[src/rtl/rpms_pkg.sv]
// Contract
// System and peripheral clock enables run at half the master clock rate, at most 60 MHz.
// In Run mode both core and peripheral clocks are enabled.
// In Wait mode core and memory clocks are gated while peripheral clocks keep running.
// Any unmasked peripheral interrupt in Wait mode restarts the core clocks.
// Stop mode is left only on CAN activity, a non-clocked interrupt, or a reset.
// Every peripheral except the watchdog timer is clocked by the peripheral bus clock.
// Software shuts the PLL down and selects the oscillator before executing stop.
// A control write disables stop and wait temporarily or permanently until next reset.
// Four reset sources: external pin and power-on asynchronous, software and watchdog synchronous; here all four are sampled on the rising edge.
// Power-on reset is held 2^21 cycles, then three 32-cycle windows release clocking, peripherals, core.
// Resets assert asynchronously but are released on a rising system clock edge; here assertion also waits for the next rising edge.
// Two flash security bytes decide security, and when secured the core debug port is disabled.
// At boot the block selects unsecured mode or secure mode with debug disabled.
// The chip-level test access port is active at boot whatever the security state.
// At reset the debug-read-disable output follows the flash security bytes.
// Later-released blocks stay in reset until their own window ends, for every source.
// Leaving Wait or Stop on an interrupt restores Run clocking before the core resumes.
package rpms_pkg;

  localparam int unsigned MASTER_MHZ      = 120;
  localparam int unsigned CLK_MHZ         = 50;
  localparam int unsigned POR_EXT_LOG2    = 21;
  localparam int unsigned WINDOW_CYCLES   = 32;
  localparam int unsigned CNT_W           = 22;
  localparam logic [15:0] SECURE_KEY      = 16'hE70A;

  typedef enum logic [3:0] {
    RPMS_PWR_RUN  = 4'h1,
    RPMS_PWR_WAIT = 4'h2,
    RPMS_PWR_STOP = 4'h4,
    RPMS_PWR_WAKE = 4'h8
  } rpms_pwr_e;

  typedef enum logic [4:0] {
    RPMS_RST_HOLD = 5'h01,
    RPMS_RST_CLK  = 5'h02,
    RPMS_RST_PERI = 5'h04,
    RPMS_RST_CORE = 5'h08,
    RPMS_RST_DONE = 5'h10
  } rpms_rst_e;

  typedef struct packed {
    logic core_rst_n;
    logic peri_rst_n;
    logic sim_rst_n;
  } rpms_rst_s;

  typedef struct packed {
    logic core_en;
    logic peri_en;
    logic wdog_en;
  } rpms_clk_s;

  function automatic logic rpms_is_secure(input logic [15:0] b);
    return b == SECURE_KEY;
  endfunction

endpackage

[src/rtl/rpms_sequencer.sv]
`timescale 1ns/1ps
`default_nettype none
module rpms_sequencer
  import rpms_pkg::*;
#(
  parameter int unsigned POR_CYCLES = 1 << rpms_pkg::POR_EXT_LOG2
) (
  input  wire logic             i_clk,
  input  wire logic             i_rst_n,
  input  wire logic             i_por,
  input  wire logic             i_ext_rst,
  input  wire logic             i_sw_rst,
  input  wire logic             i_wdog_rst,
  input  wire logic             i_stop_insn,
  input  wire logic             i_wait_insn,
  input  wire logic             i_dis_temp,
  input  wire logic             i_dis_perm,
  input  wire logic             i_dis_wr,
  input  wire logic             i_periph_irq,
  input  wire logic             i_unclk_irq,
  input  wire logic             i_can_act,
  input  wire logic [15:0]      i_sec_bytes,
  output rpms_pkg::rpms_clk_s   o_clk_en,
  output rpms_pkg::rpms_rst_s   o_rst_n,
  output rpms_pkg::rpms_pwr_e   o_pwr_mode,
  output logic                  o_secure,
  output logic                  o_dbg_rd_dis,
  output logic                  o_dbg_port_en,
  output logic                  o_tap_en,
  output logic                  o_stopwait_dis
);
  import rpms_pkg::*;

  localparam logic [CNT_W-1:0] POR_CNT = CNT_W'(POR_CYCLES - 1);
  localparam logic [CNT_W-1:0] WIN_CNT = CNT_W'(WINDOW_CYCLES - 1);
  localparam logic [CNT_W-1:0] WIN_LEN = CNT_W'(WINDOW_CYCLES);

  logic             half_en;
  logic             any_rst;
  logic             por_seen_q;
  logic [CNT_W-1:0] cnt_q;
  rpms_rst_e        rst_st_q;
  rpms_pwr_e        pwr_q;
  logic             dis_temp_q;
  logic             dis_perm_q;
  logic             secure_q;
  rpms_clk_s        clk_en_q;
  rpms_rst_s        rst_n_q;
  logic             dbg_rd_dis_q;
  logic             dbg_port_en_q;
  logic             tap_en_q;
  logic             stopwait_dis_q;
  rpms_rst_e        win_st_q;
  logic [CNT_W-1:0] win_len_q;

  rpms_clkdiv u_div (
    .i_clk     (i_clk),
    .i_rst_n   (i_rst_n),
    .o_half_en (half_en)
  );

  // All four sources funnel into one sequence so release order never depends on cause.
  assign any_rst = i_por | i_ext_rst | i_sw_rst | i_wdog_rst;

  // The synchronous bench reset stands in for power-on; the POR input extends it too.
  always_ff @(posedge i_clk) begin
    if (!i_rst_n) begin
      por_seen_q <= 1'b1;
    end else if (i_por) begin
      por_seen_q <= 1'b1;
    end else if (rst_st_q == RPMS_RST_CLK) begin
      por_seen_q <= 1'b0;
    end
  end

  always_ff @(posedge i_clk) begin
    if (!i_rst_n) begin
      rst_st_q <= RPMS_RST_HOLD;
      cnt_q    <= '0;
    end else if (any_rst) begin
      rst_st_q <= RPMS_RST_HOLD;
      cnt_q    <= '0;
    end else begin
      cnt_q <= cnt_q + CNT_W'(1);
      unique case (rst_st_q)
        RPMS_RST_HOLD: begin
          // Only a power-on needs the long stabilisation extension.
          if (!por_seen_q || cnt_q == POR_CNT) begin
            rst_st_q <= RPMS_RST_CLK;
            cnt_q    <= '0;
          end
        end
        RPMS_RST_CLK: begin
          if (cnt_q == WIN_CNT) begin
            rst_st_q <= RPMS_RST_PERI;
            cnt_q    <= '0;
          end
        end
        RPMS_RST_PERI: begin
          if (cnt_q == WIN_CNT) begin
            rst_st_q <= RPMS_RST_CORE;
            cnt_q    <= '0;
          end
        end
        RPMS_RST_CORE: begin
          if (cnt_q == WIN_CNT) begin
            rst_st_q <= RPMS_RST_DONE;
            cnt_q    <= '0;
          end
        end
        RPMS_RST_DONE: begin
          cnt_q <= '0;
        end
      endcase
    end
  end

  // Releases are registered, so they always fall on a rising clock edge.
  always_ff @(posedge i_clk) begin
    if (!i_rst_n || any_rst) begin
      rst_n_q <= '0;
    end else begin
      rst_n_q.sim_rst_n  <= (rst_st_q != RPMS_RST_HOLD);
      rst_n_q.peri_rst_n <= (rst_st_q == RPMS_RST_CORE) || (rst_st_q == RPMS_RST_DONE);
      rst_n_q.core_rst_n <= (rst_st_q == RPMS_RST_DONE);
    end
  end

  // Check-only timer: it measures how long the previous reset state lasted, so a miscounted
  // window is caught without unrolling a long repetition.
  always_ff @(posedge i_clk) begin
    if (!i_rst_n || any_rst) begin
      win_st_q  <= RPMS_RST_HOLD;
      win_len_q <= '0;
    end else begin
      win_st_q <= rst_st_q;
      if (rst_st_q != win_st_q) begin
        win_len_q <= CNT_W'(1);
      end else begin
        win_len_q <= win_len_q + CNT_W'(1);
      end
    end
  end

  // Security is sampled during the peripheral window, while the peripherals are still held in reset.
  always_ff @(posedge i_clk) begin
    if (!i_rst_n) begin
      secure_q      <= 1'b1;
      dbg_rd_dis_q  <= 1'b1;
      dbg_port_en_q <= 1'b0;
    end else if (rst_st_q == RPMS_RST_PERI) begin
      secure_q      <= rpms_is_secure(i_sec_bytes);
      dbg_rd_dis_q  <= rpms_is_secure(i_sec_bytes);
      dbg_port_en_q <= !rpms_is_secure(i_sec_bytes);
    end
  end

  always_ff @(posedge i_clk) begin
    if (!i_rst_n || any_rst) begin
      dis_temp_q     <= 1'b0;
      dis_perm_q     <= 1'b0;
      stopwait_dis_q <= 1'b0;
    end else if (i_dis_wr) begin
      dis_temp_q     <= i_dis_temp;
      dis_perm_q     <= dis_perm_q | i_dis_perm;
      stopwait_dis_q <= i_dis_temp | dis_perm_q | i_dis_perm;
    end
  end

  // A wake pass through WAKE restores clocks one cycle before the core may run again.
  always_ff @(posedge i_clk) begin
    if (!i_rst_n || any_rst) begin
      pwr_q <= RPMS_PWR_RUN;
    end else begin
      unique case (pwr_q)
        RPMS_PWR_RUN: begin
          if (rst_st_q == RPMS_RST_DONE && !(dis_temp_q || dis_perm_q)) begin
            if (i_stop_insn) begin
              pwr_q <= RPMS_PWR_STOP;
            end else if (i_wait_insn) begin
              pwr_q <= RPMS_PWR_WAIT;
            end
          end
        end
        RPMS_PWR_WAIT: begin
          if (i_periph_irq || i_unclk_irq) begin
            pwr_q <= RPMS_PWR_WAKE;
          end
        end
        RPMS_PWR_STOP: begin
          if (i_can_act || i_unclk_irq) begin
            pwr_q <= RPMS_PWR_WAKE;
          end
        end
        RPMS_PWR_WAKE: begin
          pwr_q <= RPMS_PWR_RUN;
        end
      endcase
    end
  end

  // Core enable only opens once back in RUN; WAKE restarts peripherals first.
  always_ff @(posedge i_clk) begin
    if (!i_rst_n) begin
      clk_en_q <= '0;
    end else begin
      clk_en_q.core_en <= half_en && rst_n_q.sim_rst_n && (pwr_q == RPMS_PWR_RUN);
      clk_en_q.peri_en <= half_en && rst_n_q.sim_rst_n
                          && (pwr_q != RPMS_PWR_STOP);
      // The watchdog keeps ticking in every mode so it can end Stop by reset.
      clk_en_q.wdog_en <= half_en;
    end
  end

  // Test access ignores the security state; the flop only keeps outputs registered.
  always_ff @(posedge i_clk) begin
    tap_en_q <= 1'b1;
  end

  assign o_clk_en       = clk_en_q;
  assign o_rst_n        = rst_n_q;
  assign o_pwr_mode     = pwr_q;
  assign o_secure       = secure_q;
  assign o_dbg_rd_dis   = dbg_rd_dis_q;
  assign o_dbg_port_en  = dbg_port_en_q;
  assign o_tap_en       = tap_en_q;
  assign o_stopwait_dis = stopwait_dis_q;

  chk_core_after_peri: assert property (@(posedge i_clk) disable iff (!i_rst_n)
    o_rst_n.core_rst_n |-> o_rst_n.peri_rst_n) else $error("core released before peripherals");
  chk_peri_after_sim: assert property (@(posedge i_clk) disable iff (!i_rst_n)
    o_rst_n.peri_rst_n |-> o_rst_n.sim_rst_n) else $error("peripherals released before clocking");
  chk_wait_gates_core: assert property (@(posedge i_clk) disable iff (!i_rst_n)
    pwr_q == RPMS_PWR_WAIT |=> !o_clk_en.core_en) else $error("core clock ran in wait");
  chk_stop_gates_peri: assert property (@(posedge i_clk) disable iff (!i_rst_n)
    pwr_q == RPMS_PWR_STOP |=> !o_clk_en.peri_en) else $error("peripheral clock ran in stop");
  chk_wait_irq_wake: assert property (@(posedge i_clk) disable iff (!i_rst_n || any_rst)
    pwr_q == RPMS_PWR_WAIT && i_periph_irq |=> pwr_q == RPMS_PWR_WAKE ##1 pwr_q == RPMS_PWR_RUN)
    else $error("wait not left on interrupt");
  chk_stop_holds: assert property (@(posedge i_clk) disable iff (!i_rst_n || any_rst)
    pwr_q == RPMS_PWR_STOP && !i_can_act && !i_unclk_irq |=> pwr_q == RPMS_PWR_STOP)
    else $error("stop left without a wake event");
  chk_disable_blocks: assert property (@(posedge i_clk) disable iff (!i_rst_n || any_rst)
    pwr_q == RPMS_PWR_RUN && o_stopwait_dis |=> pwr_q == RPMS_PWR_RUN)
    else $error("stop or wait entered while disabled");
  chk_perm_sticks: assert property (@(posedge i_clk) disable iff (!i_rst_n || any_rst)
    dis_perm_q |=> dis_perm_q) else $error("permanent disable dropped without reset");
  // Reset release order, window timing and Run held during the sequence.
  chk_window_len: assert property (@(posedge i_clk) disable iff (!i_rst_n || any_rst)
    win_st_q inside {RPMS_RST_CLK, RPMS_RST_PERI, RPMS_RST_CORE} && rst_st_q != win_st_q
    |-> win_len_q == WIN_LEN) else $error("reset window not 32 cycles");
  chk_window_order: assert property (@(posedge i_clk) disable iff (!i_rst_n || any_rst)
    win_st_q == RPMS_RST_PERI |-> rst_st_q inside {RPMS_RST_PERI, RPMS_RST_CORE})
    else $error("peripheral window not followed by core window");
  chk_sim_held: assert property (@(posedge i_clk) disable iff (!i_rst_n)
    rst_st_q == RPMS_RST_HOLD |=> !o_rst_n.sim_rst_n)
    else $error("clocking released during hold");
  chk_peri_held: assert property (@(posedge i_clk) disable iff (!i_rst_n)
    rst_st_q inside {RPMS_RST_HOLD, RPMS_RST_CLK, RPMS_RST_PERI} |=> !o_rst_n.peri_rst_n)
    else $error("peripherals released before their window ended");
  chk_core_held: assert property (@(posedge i_clk) disable iff (!i_rst_n)
    rst_st_q != RPMS_RST_DONE |=> !o_rst_n.core_rst_n)
    else $error("core released before its window ended");
  chk_refused_early: assert property (@(posedge i_clk) disable iff (!i_rst_n || any_rst)
    pwr_q == RPMS_PWR_RUN && rst_st_q != RPMS_RST_DONE |=> pwr_q == RPMS_PWR_RUN)
    else $error("power mode left run during reset sequence");

  // Power mode clocking.
  chk_wake_one_cycle: assert property (@(posedge i_clk) disable iff (!i_rst_n)
    pwr_q == RPMS_PWR_WAKE |=> pwr_q == RPMS_PWR_RUN)
    else $error("wake state did not return to run");
  chk_core_only_run: assert property (@(posedge i_clk) disable iff (!i_rst_n)
    o_clk_en.core_en |-> $past(pwr_q) == RPMS_PWR_RUN)
    else $error("core clock enabled outside run");
  chk_stop_core_off: assert property (@(posedge i_clk) disable iff (!i_rst_n)
    pwr_q == RPMS_PWR_STOP |=> !o_clk_en.core_en)
    else $error("core clock ran in stop");
  chk_peri_in_wait: assert property (@(posedge i_clk) disable iff (!i_rst_n)
    pwr_q == RPMS_PWR_WAIT && half_en && o_rst_n.sim_rst_n |=> o_clk_en.peri_en)
    else $error("peripheral clock missing in wait");
  chk_core_with_wdog: assert property (@(posedge i_clk) disable iff (!i_rst_n)
    o_clk_en.core_en |-> o_clk_en.wdog_en)
    else $error("core clock off the shared half rate");
  chk_wdog_free: assert property (@(posedge i_clk) disable iff (!i_rst_n)
    o_clk_en.wdog_en |=> !o_clk_en.wdog_en ##1 o_clk_en.wdog_en)
    else $error("watchdog clock stopped");

  // Disable flags, security outputs and reset assertion.
  chk_stopwait_flag: assert property (@(posedge i_clk) disable iff (!i_rst_n)
    o_stopwait_dis == (dis_temp_q || dis_perm_q))
    else $error("disable output differs from disable state");
  chk_temp_follows: assert property (@(posedge i_clk) disable iff (!i_rst_n || any_rst)
    i_dis_wr && i_dis_temp |=> o_stopwait_dis)
    else $error("temporary disable not taken");
  chk_secure_steady: assert property (@(posedge i_clk) disable iff (!i_rst_n)
    rst_st_q != RPMS_RST_PERI |=> $stable(o_secure))
    else $error("security changed outside peripheral window");
  chk_dbg_match: assert property (@(posedge i_clk) disable iff (!i_rst_n)
    o_dbg_rd_dis == o_secure)
    else $error("debug read disable differs from security");
  chk_reset_asserts: assert property (@(posedge i_clk) disable iff (!i_rst_n)
    any_rst |=> o_rst_n == '0) else $error("reset source did not assert resets");
  chk_dbg_follows: assert property (@(posedge i_clk) disable iff (!i_rst_n)
    o_dbg_rd_dis != o_dbg_port_en) else $error("debug disable inconsistent");
endmodule // rpms_sequencer
`default_nettype wire

[src/rtl/rpms_clkdiv.sv]
`timescale 1ns/1ps
`default_nettype none
module rpms_clkdiv (
  input  wire logic i_clk,
  input  wire logic i_rst_n,
  output logic      o_half_en
);
  // Half-rate enable toggles every cycle; reset makes the first enable land one edge later.
  always_ff @(posedge i_clk) begin
    if (!i_rst_n) begin
      o_half_en <= 1'b0;
    end else begin
      o_half_en <= ~o_half_en;
    end
  end

  chk_half_alternates: assert property (@(posedge i_clk) disable iff (!i_rst_n)
    o_half_en |=> !o_half_en) else $error("half enable did not alternate");
endmodule // rpms_clkdiv
`default_nettype wire

[config.mk]
export PLATFORM = sky130hd
export DESIGN_NAME = rpms_sequencer
export DESIGN_NICKNAME = d
export VERILOG_FILES = /design/src/rtl/rpms_pkg.sv /design/src/rtl/rpms_sequencer.sv /design/src/rtl/rpms_clkdiv.sv
export SDC_FILE = /design/constraint.sdc
export NUM_CORES = 1
export LEC_CHECK = 0
export ABC_AREA = 1
export BUFFER_PORTS_ARGS = -buffer_cell sky130_fd_sc_hd__buf_2
export CAP_MARGIN = 20
export CORE_ASPECT_RATIO = 0.7
export CORE_MARGIN = 4
export CORE_UTILIZATION = 30
export DETAILED_ROUTE_END_ITERATION = 16
export SETUP_SLACK_MARGIN = 0.2
export SYNTH_ARGS = -nofsm -noshare
export SYNTH_HDL_FRONTEND = slang
export SYNTH_SLANG_ARGS = --single-unit
[constraint.sdc]
create_clock -name i_clk -period 2 [get_ports i_clk]
set_input_delay 0.1 -clock i_clk [delete_from_list [all_inputs] [get_ports i_clk]]
set_output_delay 0.1 -clock i_clk [all_outputs]
set_load 0.03 [all_outputs]
==> metrics.md, run 1 <==
| Metric | Value |
|---|---|
| Drt wl/cell | `10.56 µm` |
| Layout area overhead | `23.85%` |
| Syn Area/Cell | `7.108 µm²` |
| Top FF cell, synth | `dfxtp_1` |
| Largest net degree at the start of global routing | `15` |
| Initial antenna violation count | `0` |
| Total grt overflow | `0` |
| Post-synth top area share | `around two fifths` |
| Worst setup path category | `register to register` |
| Num ports | `45` |
| H-tree depth | `2` |
| Setup-failing EPs final | `0` |
| Hold Crit Class | `primary input to register` |
| Sequential area share after synthesis | `39.98%` |
| CTS root buf | `clkbuf_8` |
| Post-synth top area cell | `dfxtp_1` |
| Initial Utilization | `31.73%` |
| Setup WS pre-CTS | `0.2413 ns` |
| Core footprint | `6944 µm²` |
| Most frequent cells in the layout | `nor2_1 (73), nand2_1 (55), dfxtp_1 (43), buf_2 (43), inv_1 (34)` |
| First-pass iteration count of the detailed router | `4` |
| Final period util | `82.30%` |
| Final hold slack | `about 0.020 ns` |
| Final setup margin | `0.3540 ns` |
| Chip Height | `approximately 80 µm` |
| Netlist Area Pre-Place | `around 2200 µm²` |
| Clock Latency Late Sink | `0.29 ns` |
| Flops & latches, synth | `44` |
| Vias in the first global route | `1850` |
| Hold Fails Final Rpt | `0` |
| Total leakage power | `1.186 nW` |
| GPL Wtd Cong | `0.8424` |
| CTS tree | `done` |
| Worst EP arrival | `approximately 1.8 ns` |
| CP Data Required Time | `2.19 ns` |
| Minimum clock period | `between 1.5 and 2 ns` |
| Hold Crit Depth | `3` |
| WL final | `4.835 mm` |
| YS warnings | `0` |
| Final ANT Viol Nets | `0` |
| DRT iter0 DRCs | `46` |
| Synth top area cells | `dfxtp_1 (40%), nor2_1 (12%), nand2_1 (9.4%)` |
| Post-synth EDFFs | `0` |
| Syn Nets | `341` |
| Clk sinks | `44` |
| # Max-Cap Violations | `0` |
| Global-route wire length before repair | `about 8.6 mm` |
| Die area | `8801 µm²` |
| Pwr dens | `684.8 nW/µm²` |
| R2R setup slack | `0.35 ns` |
| Pins Over Slew Limit | `0` |
| Rows | `25` |
| Layout cells sized above 1 | `24.73%` |
| DP Wirelength | `3.776 mm` |
| Peak supply drop | `0.2631 mV` |
| Crit start category | `register` |
| Clk slew on worst S/H paths | `roughly 0.090 ns` |
| Post-synth ARST share | `0%` |
| Most common cell after layout, fill and taps aside | `nor2_1` |
| DR vias | `approximately 2000` |
| Residual DRC | `0` |
| Antenna cells | `0` |
| Post-Route Setup TNS | `0 ns` |
| PortBufs | `43` |
| CP Max Fanout | `7` |
| DR vias/cell | `4.332` |
| Max Freq | `607.5 MHz` |
| All-layer global routing usage | `11.67%` |
| Status | `complete, no violations` |
| Deepest clock path buffer count | `2` |
| Crit end category | `register` |
| RSZ-0062 raised after global routing | `no` |
| Fin nets | `394` |
| CTS Buf Count | `5` |
| Syn Inst Count | `310` |
| R2R cell count | `11` |
| Post-synth cell types | `30` |
| Worst Clk Skew | `0.006957 ns` |
| Final core occ | `between 30% and 40%` |
| Die W | `110.4 µm` |
## registers in the layout (all words and copies together) (netlist names)
signal	cells
o_rst_n	3
u_div.o_half_en	1
o_dbg_port_en	1
dis_perm_q	1
rst_st_q	5
o_clk_en	3
por_seen_q	1
o_dbg_rd_dis	1
cnt_q	22
o_stopwait_dis	1
dis_temp_q	1
o_pwr_mode	4
## metrics by stage
stage                     cells  total power, mW  area, µm²
after global placement      448           0.9568       2540
final                       458            1.869       2729
after floorplan             310           0.9244       2203
after detailed placement    448           0.9578       2540
after CTS                   457            1.895       2709
after global routing        458            1.934       2729
## synthesized netlist by cell type (4+ instances only)
cell type / number
nor3_2: 6
nor3_1: 8
xnor2_1: 5
xor2_1: 9
a21oi_1: 10
inv_1: 34
nand3_1: 18
nand4_1: 6
nor2_1: 73
nand2_2: 5
nand3_2: 9
nand2_1: 55
dfxtp_1: 44
nor2_2: 5
inv_2: 4
## worst paths after layout
check                     to            start
max                cnt_q[17]         cnt_q[0]
min               por_seen_q            i_por
max reg2reg        cnt_q[17]         cnt_q[0]
min reg2reg  u_div.o_half_en  u_div.o_half_en
## critical path, stage by stage, from the launching register on
cell and delay, ns:
dfxtp_2 0.35, ha_2 0.19, nand2_1 0.07, inv_2 0.09, nand2_2 0.08, nor2_4 0.15, nand3_2 0.13, nand3_2 0.08
nand2_2 0.08, nand2_4 0.11, buf_4 0.17, nor2_1 0.05
## what timing repair did
| item | 4_1_cts | 5_1_grt |
|---|---|---|
| endpoints found under the hold margin | 1 | 0 |
| setup endpoints to repair | 0 | 17 |
| gates resized for setup | 0 | 4 |
| setup buffers | 0 | 1 |
| hold buffers | 1 | 0 |
## power breakdown
part           total (mW)  switching (mW)  internal [mW]
combinational      0.0591          0.0285         0.0306
clock               0.930           0.305          0.625
sequential          0.880         0.00133          0.878
total                1.87           0.335           1.53
## layout make-up
type | count | area (µm²)
fill | 734 | 4215
multi-input combinational | 223 | 1150
sequential | 44 | 882.1
timing repair buffer | 50 | 274.0
inverter | 39 | 146.4
tap | 94 | 117.6
clock inverter | 3 | 90.09
clock buffer | 5 | 68.82
## logic make-up after synthesis
group / synth area share (%)
flip-flops: 39.98
other: 0.1702
XOR/XNOR: 5.565
AND/OR/NAND/NOR: 40.77
AO/OA/AOI/OAI: 4.770
adder cells (fa/ha/maj): 0.5678
buffers and inverters: 8.177
## per-layer routing
metal / vias to the layer above / routed length, µm / GRT usage [%]
li1: 1078 / - / -
met1: 859 / 2634 / 17.59
met2: 42 / 1853 / 15.68
met3: 5 / 285 / 3.182
met4: 0 / 62 / 3.813
met5: - / 0 / 0
Power figures use the tool's default switching activity.
==> run 2, diff against run 1 <==
==> constraint.sdc (replaced) <==
create_clock -name i_clk -period 1.4 [get_ports i_clk]
set_input_delay 0.07 -clock i_clk [delete_from_list [all_inputs] [get_ports i_clk]]
set_output_delay 0.07 -clock i_clk [all_outputs]
set_load 0.03 [all_outputs]
==> metrics.md, run 2 (same netlist as run 1, synthesis figures left out) <==
| Metric | Value |
|---|---|
| Status | `finished with violations` |
| Failing checks | `setup timing` |
| Chip Height | `79.70 µm (unchanged)` |
| Design Area, Final | `3088 µm² (+13%)` |
| Worst setup path category | `register to register` |
| Reg power frac | `53.4% (+6.3 points)` |
| DR vias/cell | `4.392 (+1.4%)` |
| GPL Wtd Cong | `0.8261 (-1.9%)` |
| CTS Buf Count | `5 (unchanged)` |
| All-layer global routing usage | `12.35% (+0.68 points)` |
| Initial Utilization | `31.73% (unchanged)` |
| Die area | `8801 µm² (unchanged)` |
| Switching share of total power | `21.68% (+3.7 points)` |
| First-pass iteration count of the detailed router | `4 (unchanged)` |
| Clk slew on worst S/H paths | `0.09 ns (about the same)` |
| Post-Route Setup TNS | `-2.563 ns (-2.563 ns)` |
| CTS tree | `done` |
| Combinational share of power | `4.0% (+0.8 points)` |
| # Max-Cap Violations | `0 (unchanged)` |
| DR vias | `2152 (+8.5%)` |
| Residual DRC | `0 (unchanged)` |
| Total leakage power | `1.400 nW (+18%)` |
| Num ports | `45 (unchanged)` |
| Most frequent cells in the layout | `nor2_1 (65), nand2_1 (51), buf_2 (43)` |
| Layout cells sized above 1 | `37.63% (+13 points)` |
| CTS root buf | `clkbuf_8` |
| Pwr dens | `759.9 nW/µm² (+11%)` |
| PortBufs | `43 (unchanged)` |
| Clk sinks | `44 (unchanged)` |
| Fin nets | `426 (+8.1%)` |
| Switching power | `508.7 µW (+52%)` |
| Antenna cells | `0 (unchanged)` |
| Initial antenna violation count | `0 (unchanged)` |
| Die W | `110.4 µm (unchanged)` |
| # fillers | `713 (-2.9%)` |
| Final ANT Viol Nets | `0 (unchanged)` |
| Internal | `1.838 mW (+20%)` |
| Layout area overhead | `40.15%` |
| Setup-failing EPs final | `27 (+27)` |
| Total grt overflow | `0 (unchanged)` |
| Worst EP arrival | `1.72 ns (-0.12 ns)` |
| Worst Clk Skew | `0.01048 ns (+0.003523 ns)` |
| Crit end category | `register` |
| Clock share of power | `42.6% (-7.2 points)` |
| Most common cell after layout, fill and taps aside | `nor2_1` |
| Max Freq | `654.8 MHz (+7.8%)` |
| Final setup margin | `-0.1271 ns (-0.4811 ns)` |
| Rows | `25 (unchanged)` |
| Hold Fails Final Rpt | `0 (unchanged)` |
| Global-route wire length before repair | `8.956 mm (+4.4%)` |
| Clock Latency Late Sink | `0.30 ns (about the same)` |
| Max FFs per register | `22 (unchanged)` |
| Pins Over Slew Limit | `0 (unchanged)` |
| Core footprint | `6944 µm² (unchanged)` |
| DP Wirelength | `4.056 mm (+7.4%)` |
| Minimum clock period | `1.527 ns (-0.1189 ns)` |
| Crit start category | `register` |
| Final hold slack | `0.02113 ns (+0.001584 ns)` |
| CP Max Fanout | `6 (-1)` |
| WL final | `5.355 mm (+11%)` |
| Deepest clock path buffer count | `2 (unchanged)` |
| Drt wl/cell | `10.93 µm (+3.5%)` |
| Top reg by flops | `cnt_q` |
| DRT iter0 DRCs | `105 (+130%)` |
| Final period util | `109.1% (+27 points)` |
| H-tree depth | `2 (unchanged)` |
| Area post-placement | `2780 µm² (+9.5%)` |
| Largest net degree at the start of global routing | `16 (+1)` |
| RSZ-0062 raised after global routing | `yes` |
| Peak supply drop | `0.3268 mV (+24%)` |
| Hold Crit Class | `primary input to register` |
| Vias in the first global route | `1931 (+4.4%)` |
| CP Data Required Time | `1.60 ns (-0.59 ns)` |
==> run 2: final cells by class <==
type                    count  area, µm²  area share, %
clock buffers               5      68.82          2.229
clock inverters             3      46.29          1.499
inverters                  39      148.9          4.822
multi-input cells         223       1252          40.56
flip-flops and latches     44      903.4          29.25
well taps                  94      117.6          3.809
repair buffers             82      550.5          17.83
==> run 2: worst paths after layout <==
check             startpoint               to  slack [ns]  cells after the start
min                  i_rst_n  u_div.o_half_en        0.02                      3
max                 cnt_q[1]        cnt_q[13]       -0.13                     11
min reg2reg  u_div.o_half_en  u_div.o_half_en        0.43                      1
max reg2reg         cnt_q[1]        cnt_q[13]       -0.13                     11
==> run 2: power by group through the flow <==
stage	sequential [mW]	combinational [mW]	clock (mW)
2_1_floorplan	1.29	0.0311	0
6_report	1.25	0.0931	1.00
4_1_cts	1.26	0.0904	1.04
3_3_place_gp	1.28	0.0831	0
5_1_grt	1.25	0.105	1.09
3_5_place_dp	1.28	0.0850	0
==> run 2: worst max-delay path, cell delays in order (launching register included) <==
cell and delay [ns]:
dfxtp_2 0.36, ha_4 0.15, nand2_4 0.05, inv_4 0.08, nand2_4 0.06, nor2_4 0.13
nand3_2 0.12, nand3_2 0.10, nand2_4 0.06, nand2_4 0.11, clkbuf_16 0.17, nor2_1 0.04
==> run 2: per-layer routing <==
layer / up-vias / global-route usage [%] / part of all wire [%]
met5: - / 0 / 0
met4: 0 / 3.321 / 0.97
met3: 8 / 3.788 / 5.6
met2: 54 / 17.07 / 39
met1: 947 / 18.28 / 55
li1: 1143 / - / -
==> run 2: repair_timing <==
action                                 4_1_cts  5_1_grt
resized for setup                            7       28
pin swaps                                    3        6
setup endpoints to repair                   32       33
cloned                                       0        1
buffers inserted                             4        0
hold buffers                                 2        0
endpoints found under the hold margin        3        0
==> run 2: stage by stage <==
| step | util, % | instances | total power [mW] | setup slack (ns) |
|---|---|---|---|---|
| after floorplan | - | 310 | 1.319 | 0.01565 |
| after global routing | 44.47 | 490 | 2.448 | -0.2155 |
| final | 44.47 | 490 | 2.347 | -0.1271 |
| after detailed placement | 40.04 | 475 | 1.370 | -0.09762 |
| after CTS | 42.83 | 489 | 2.383 | -0.08872 |
| after global placement | 40.04 | 475 | 1.368 | -0.06208 |
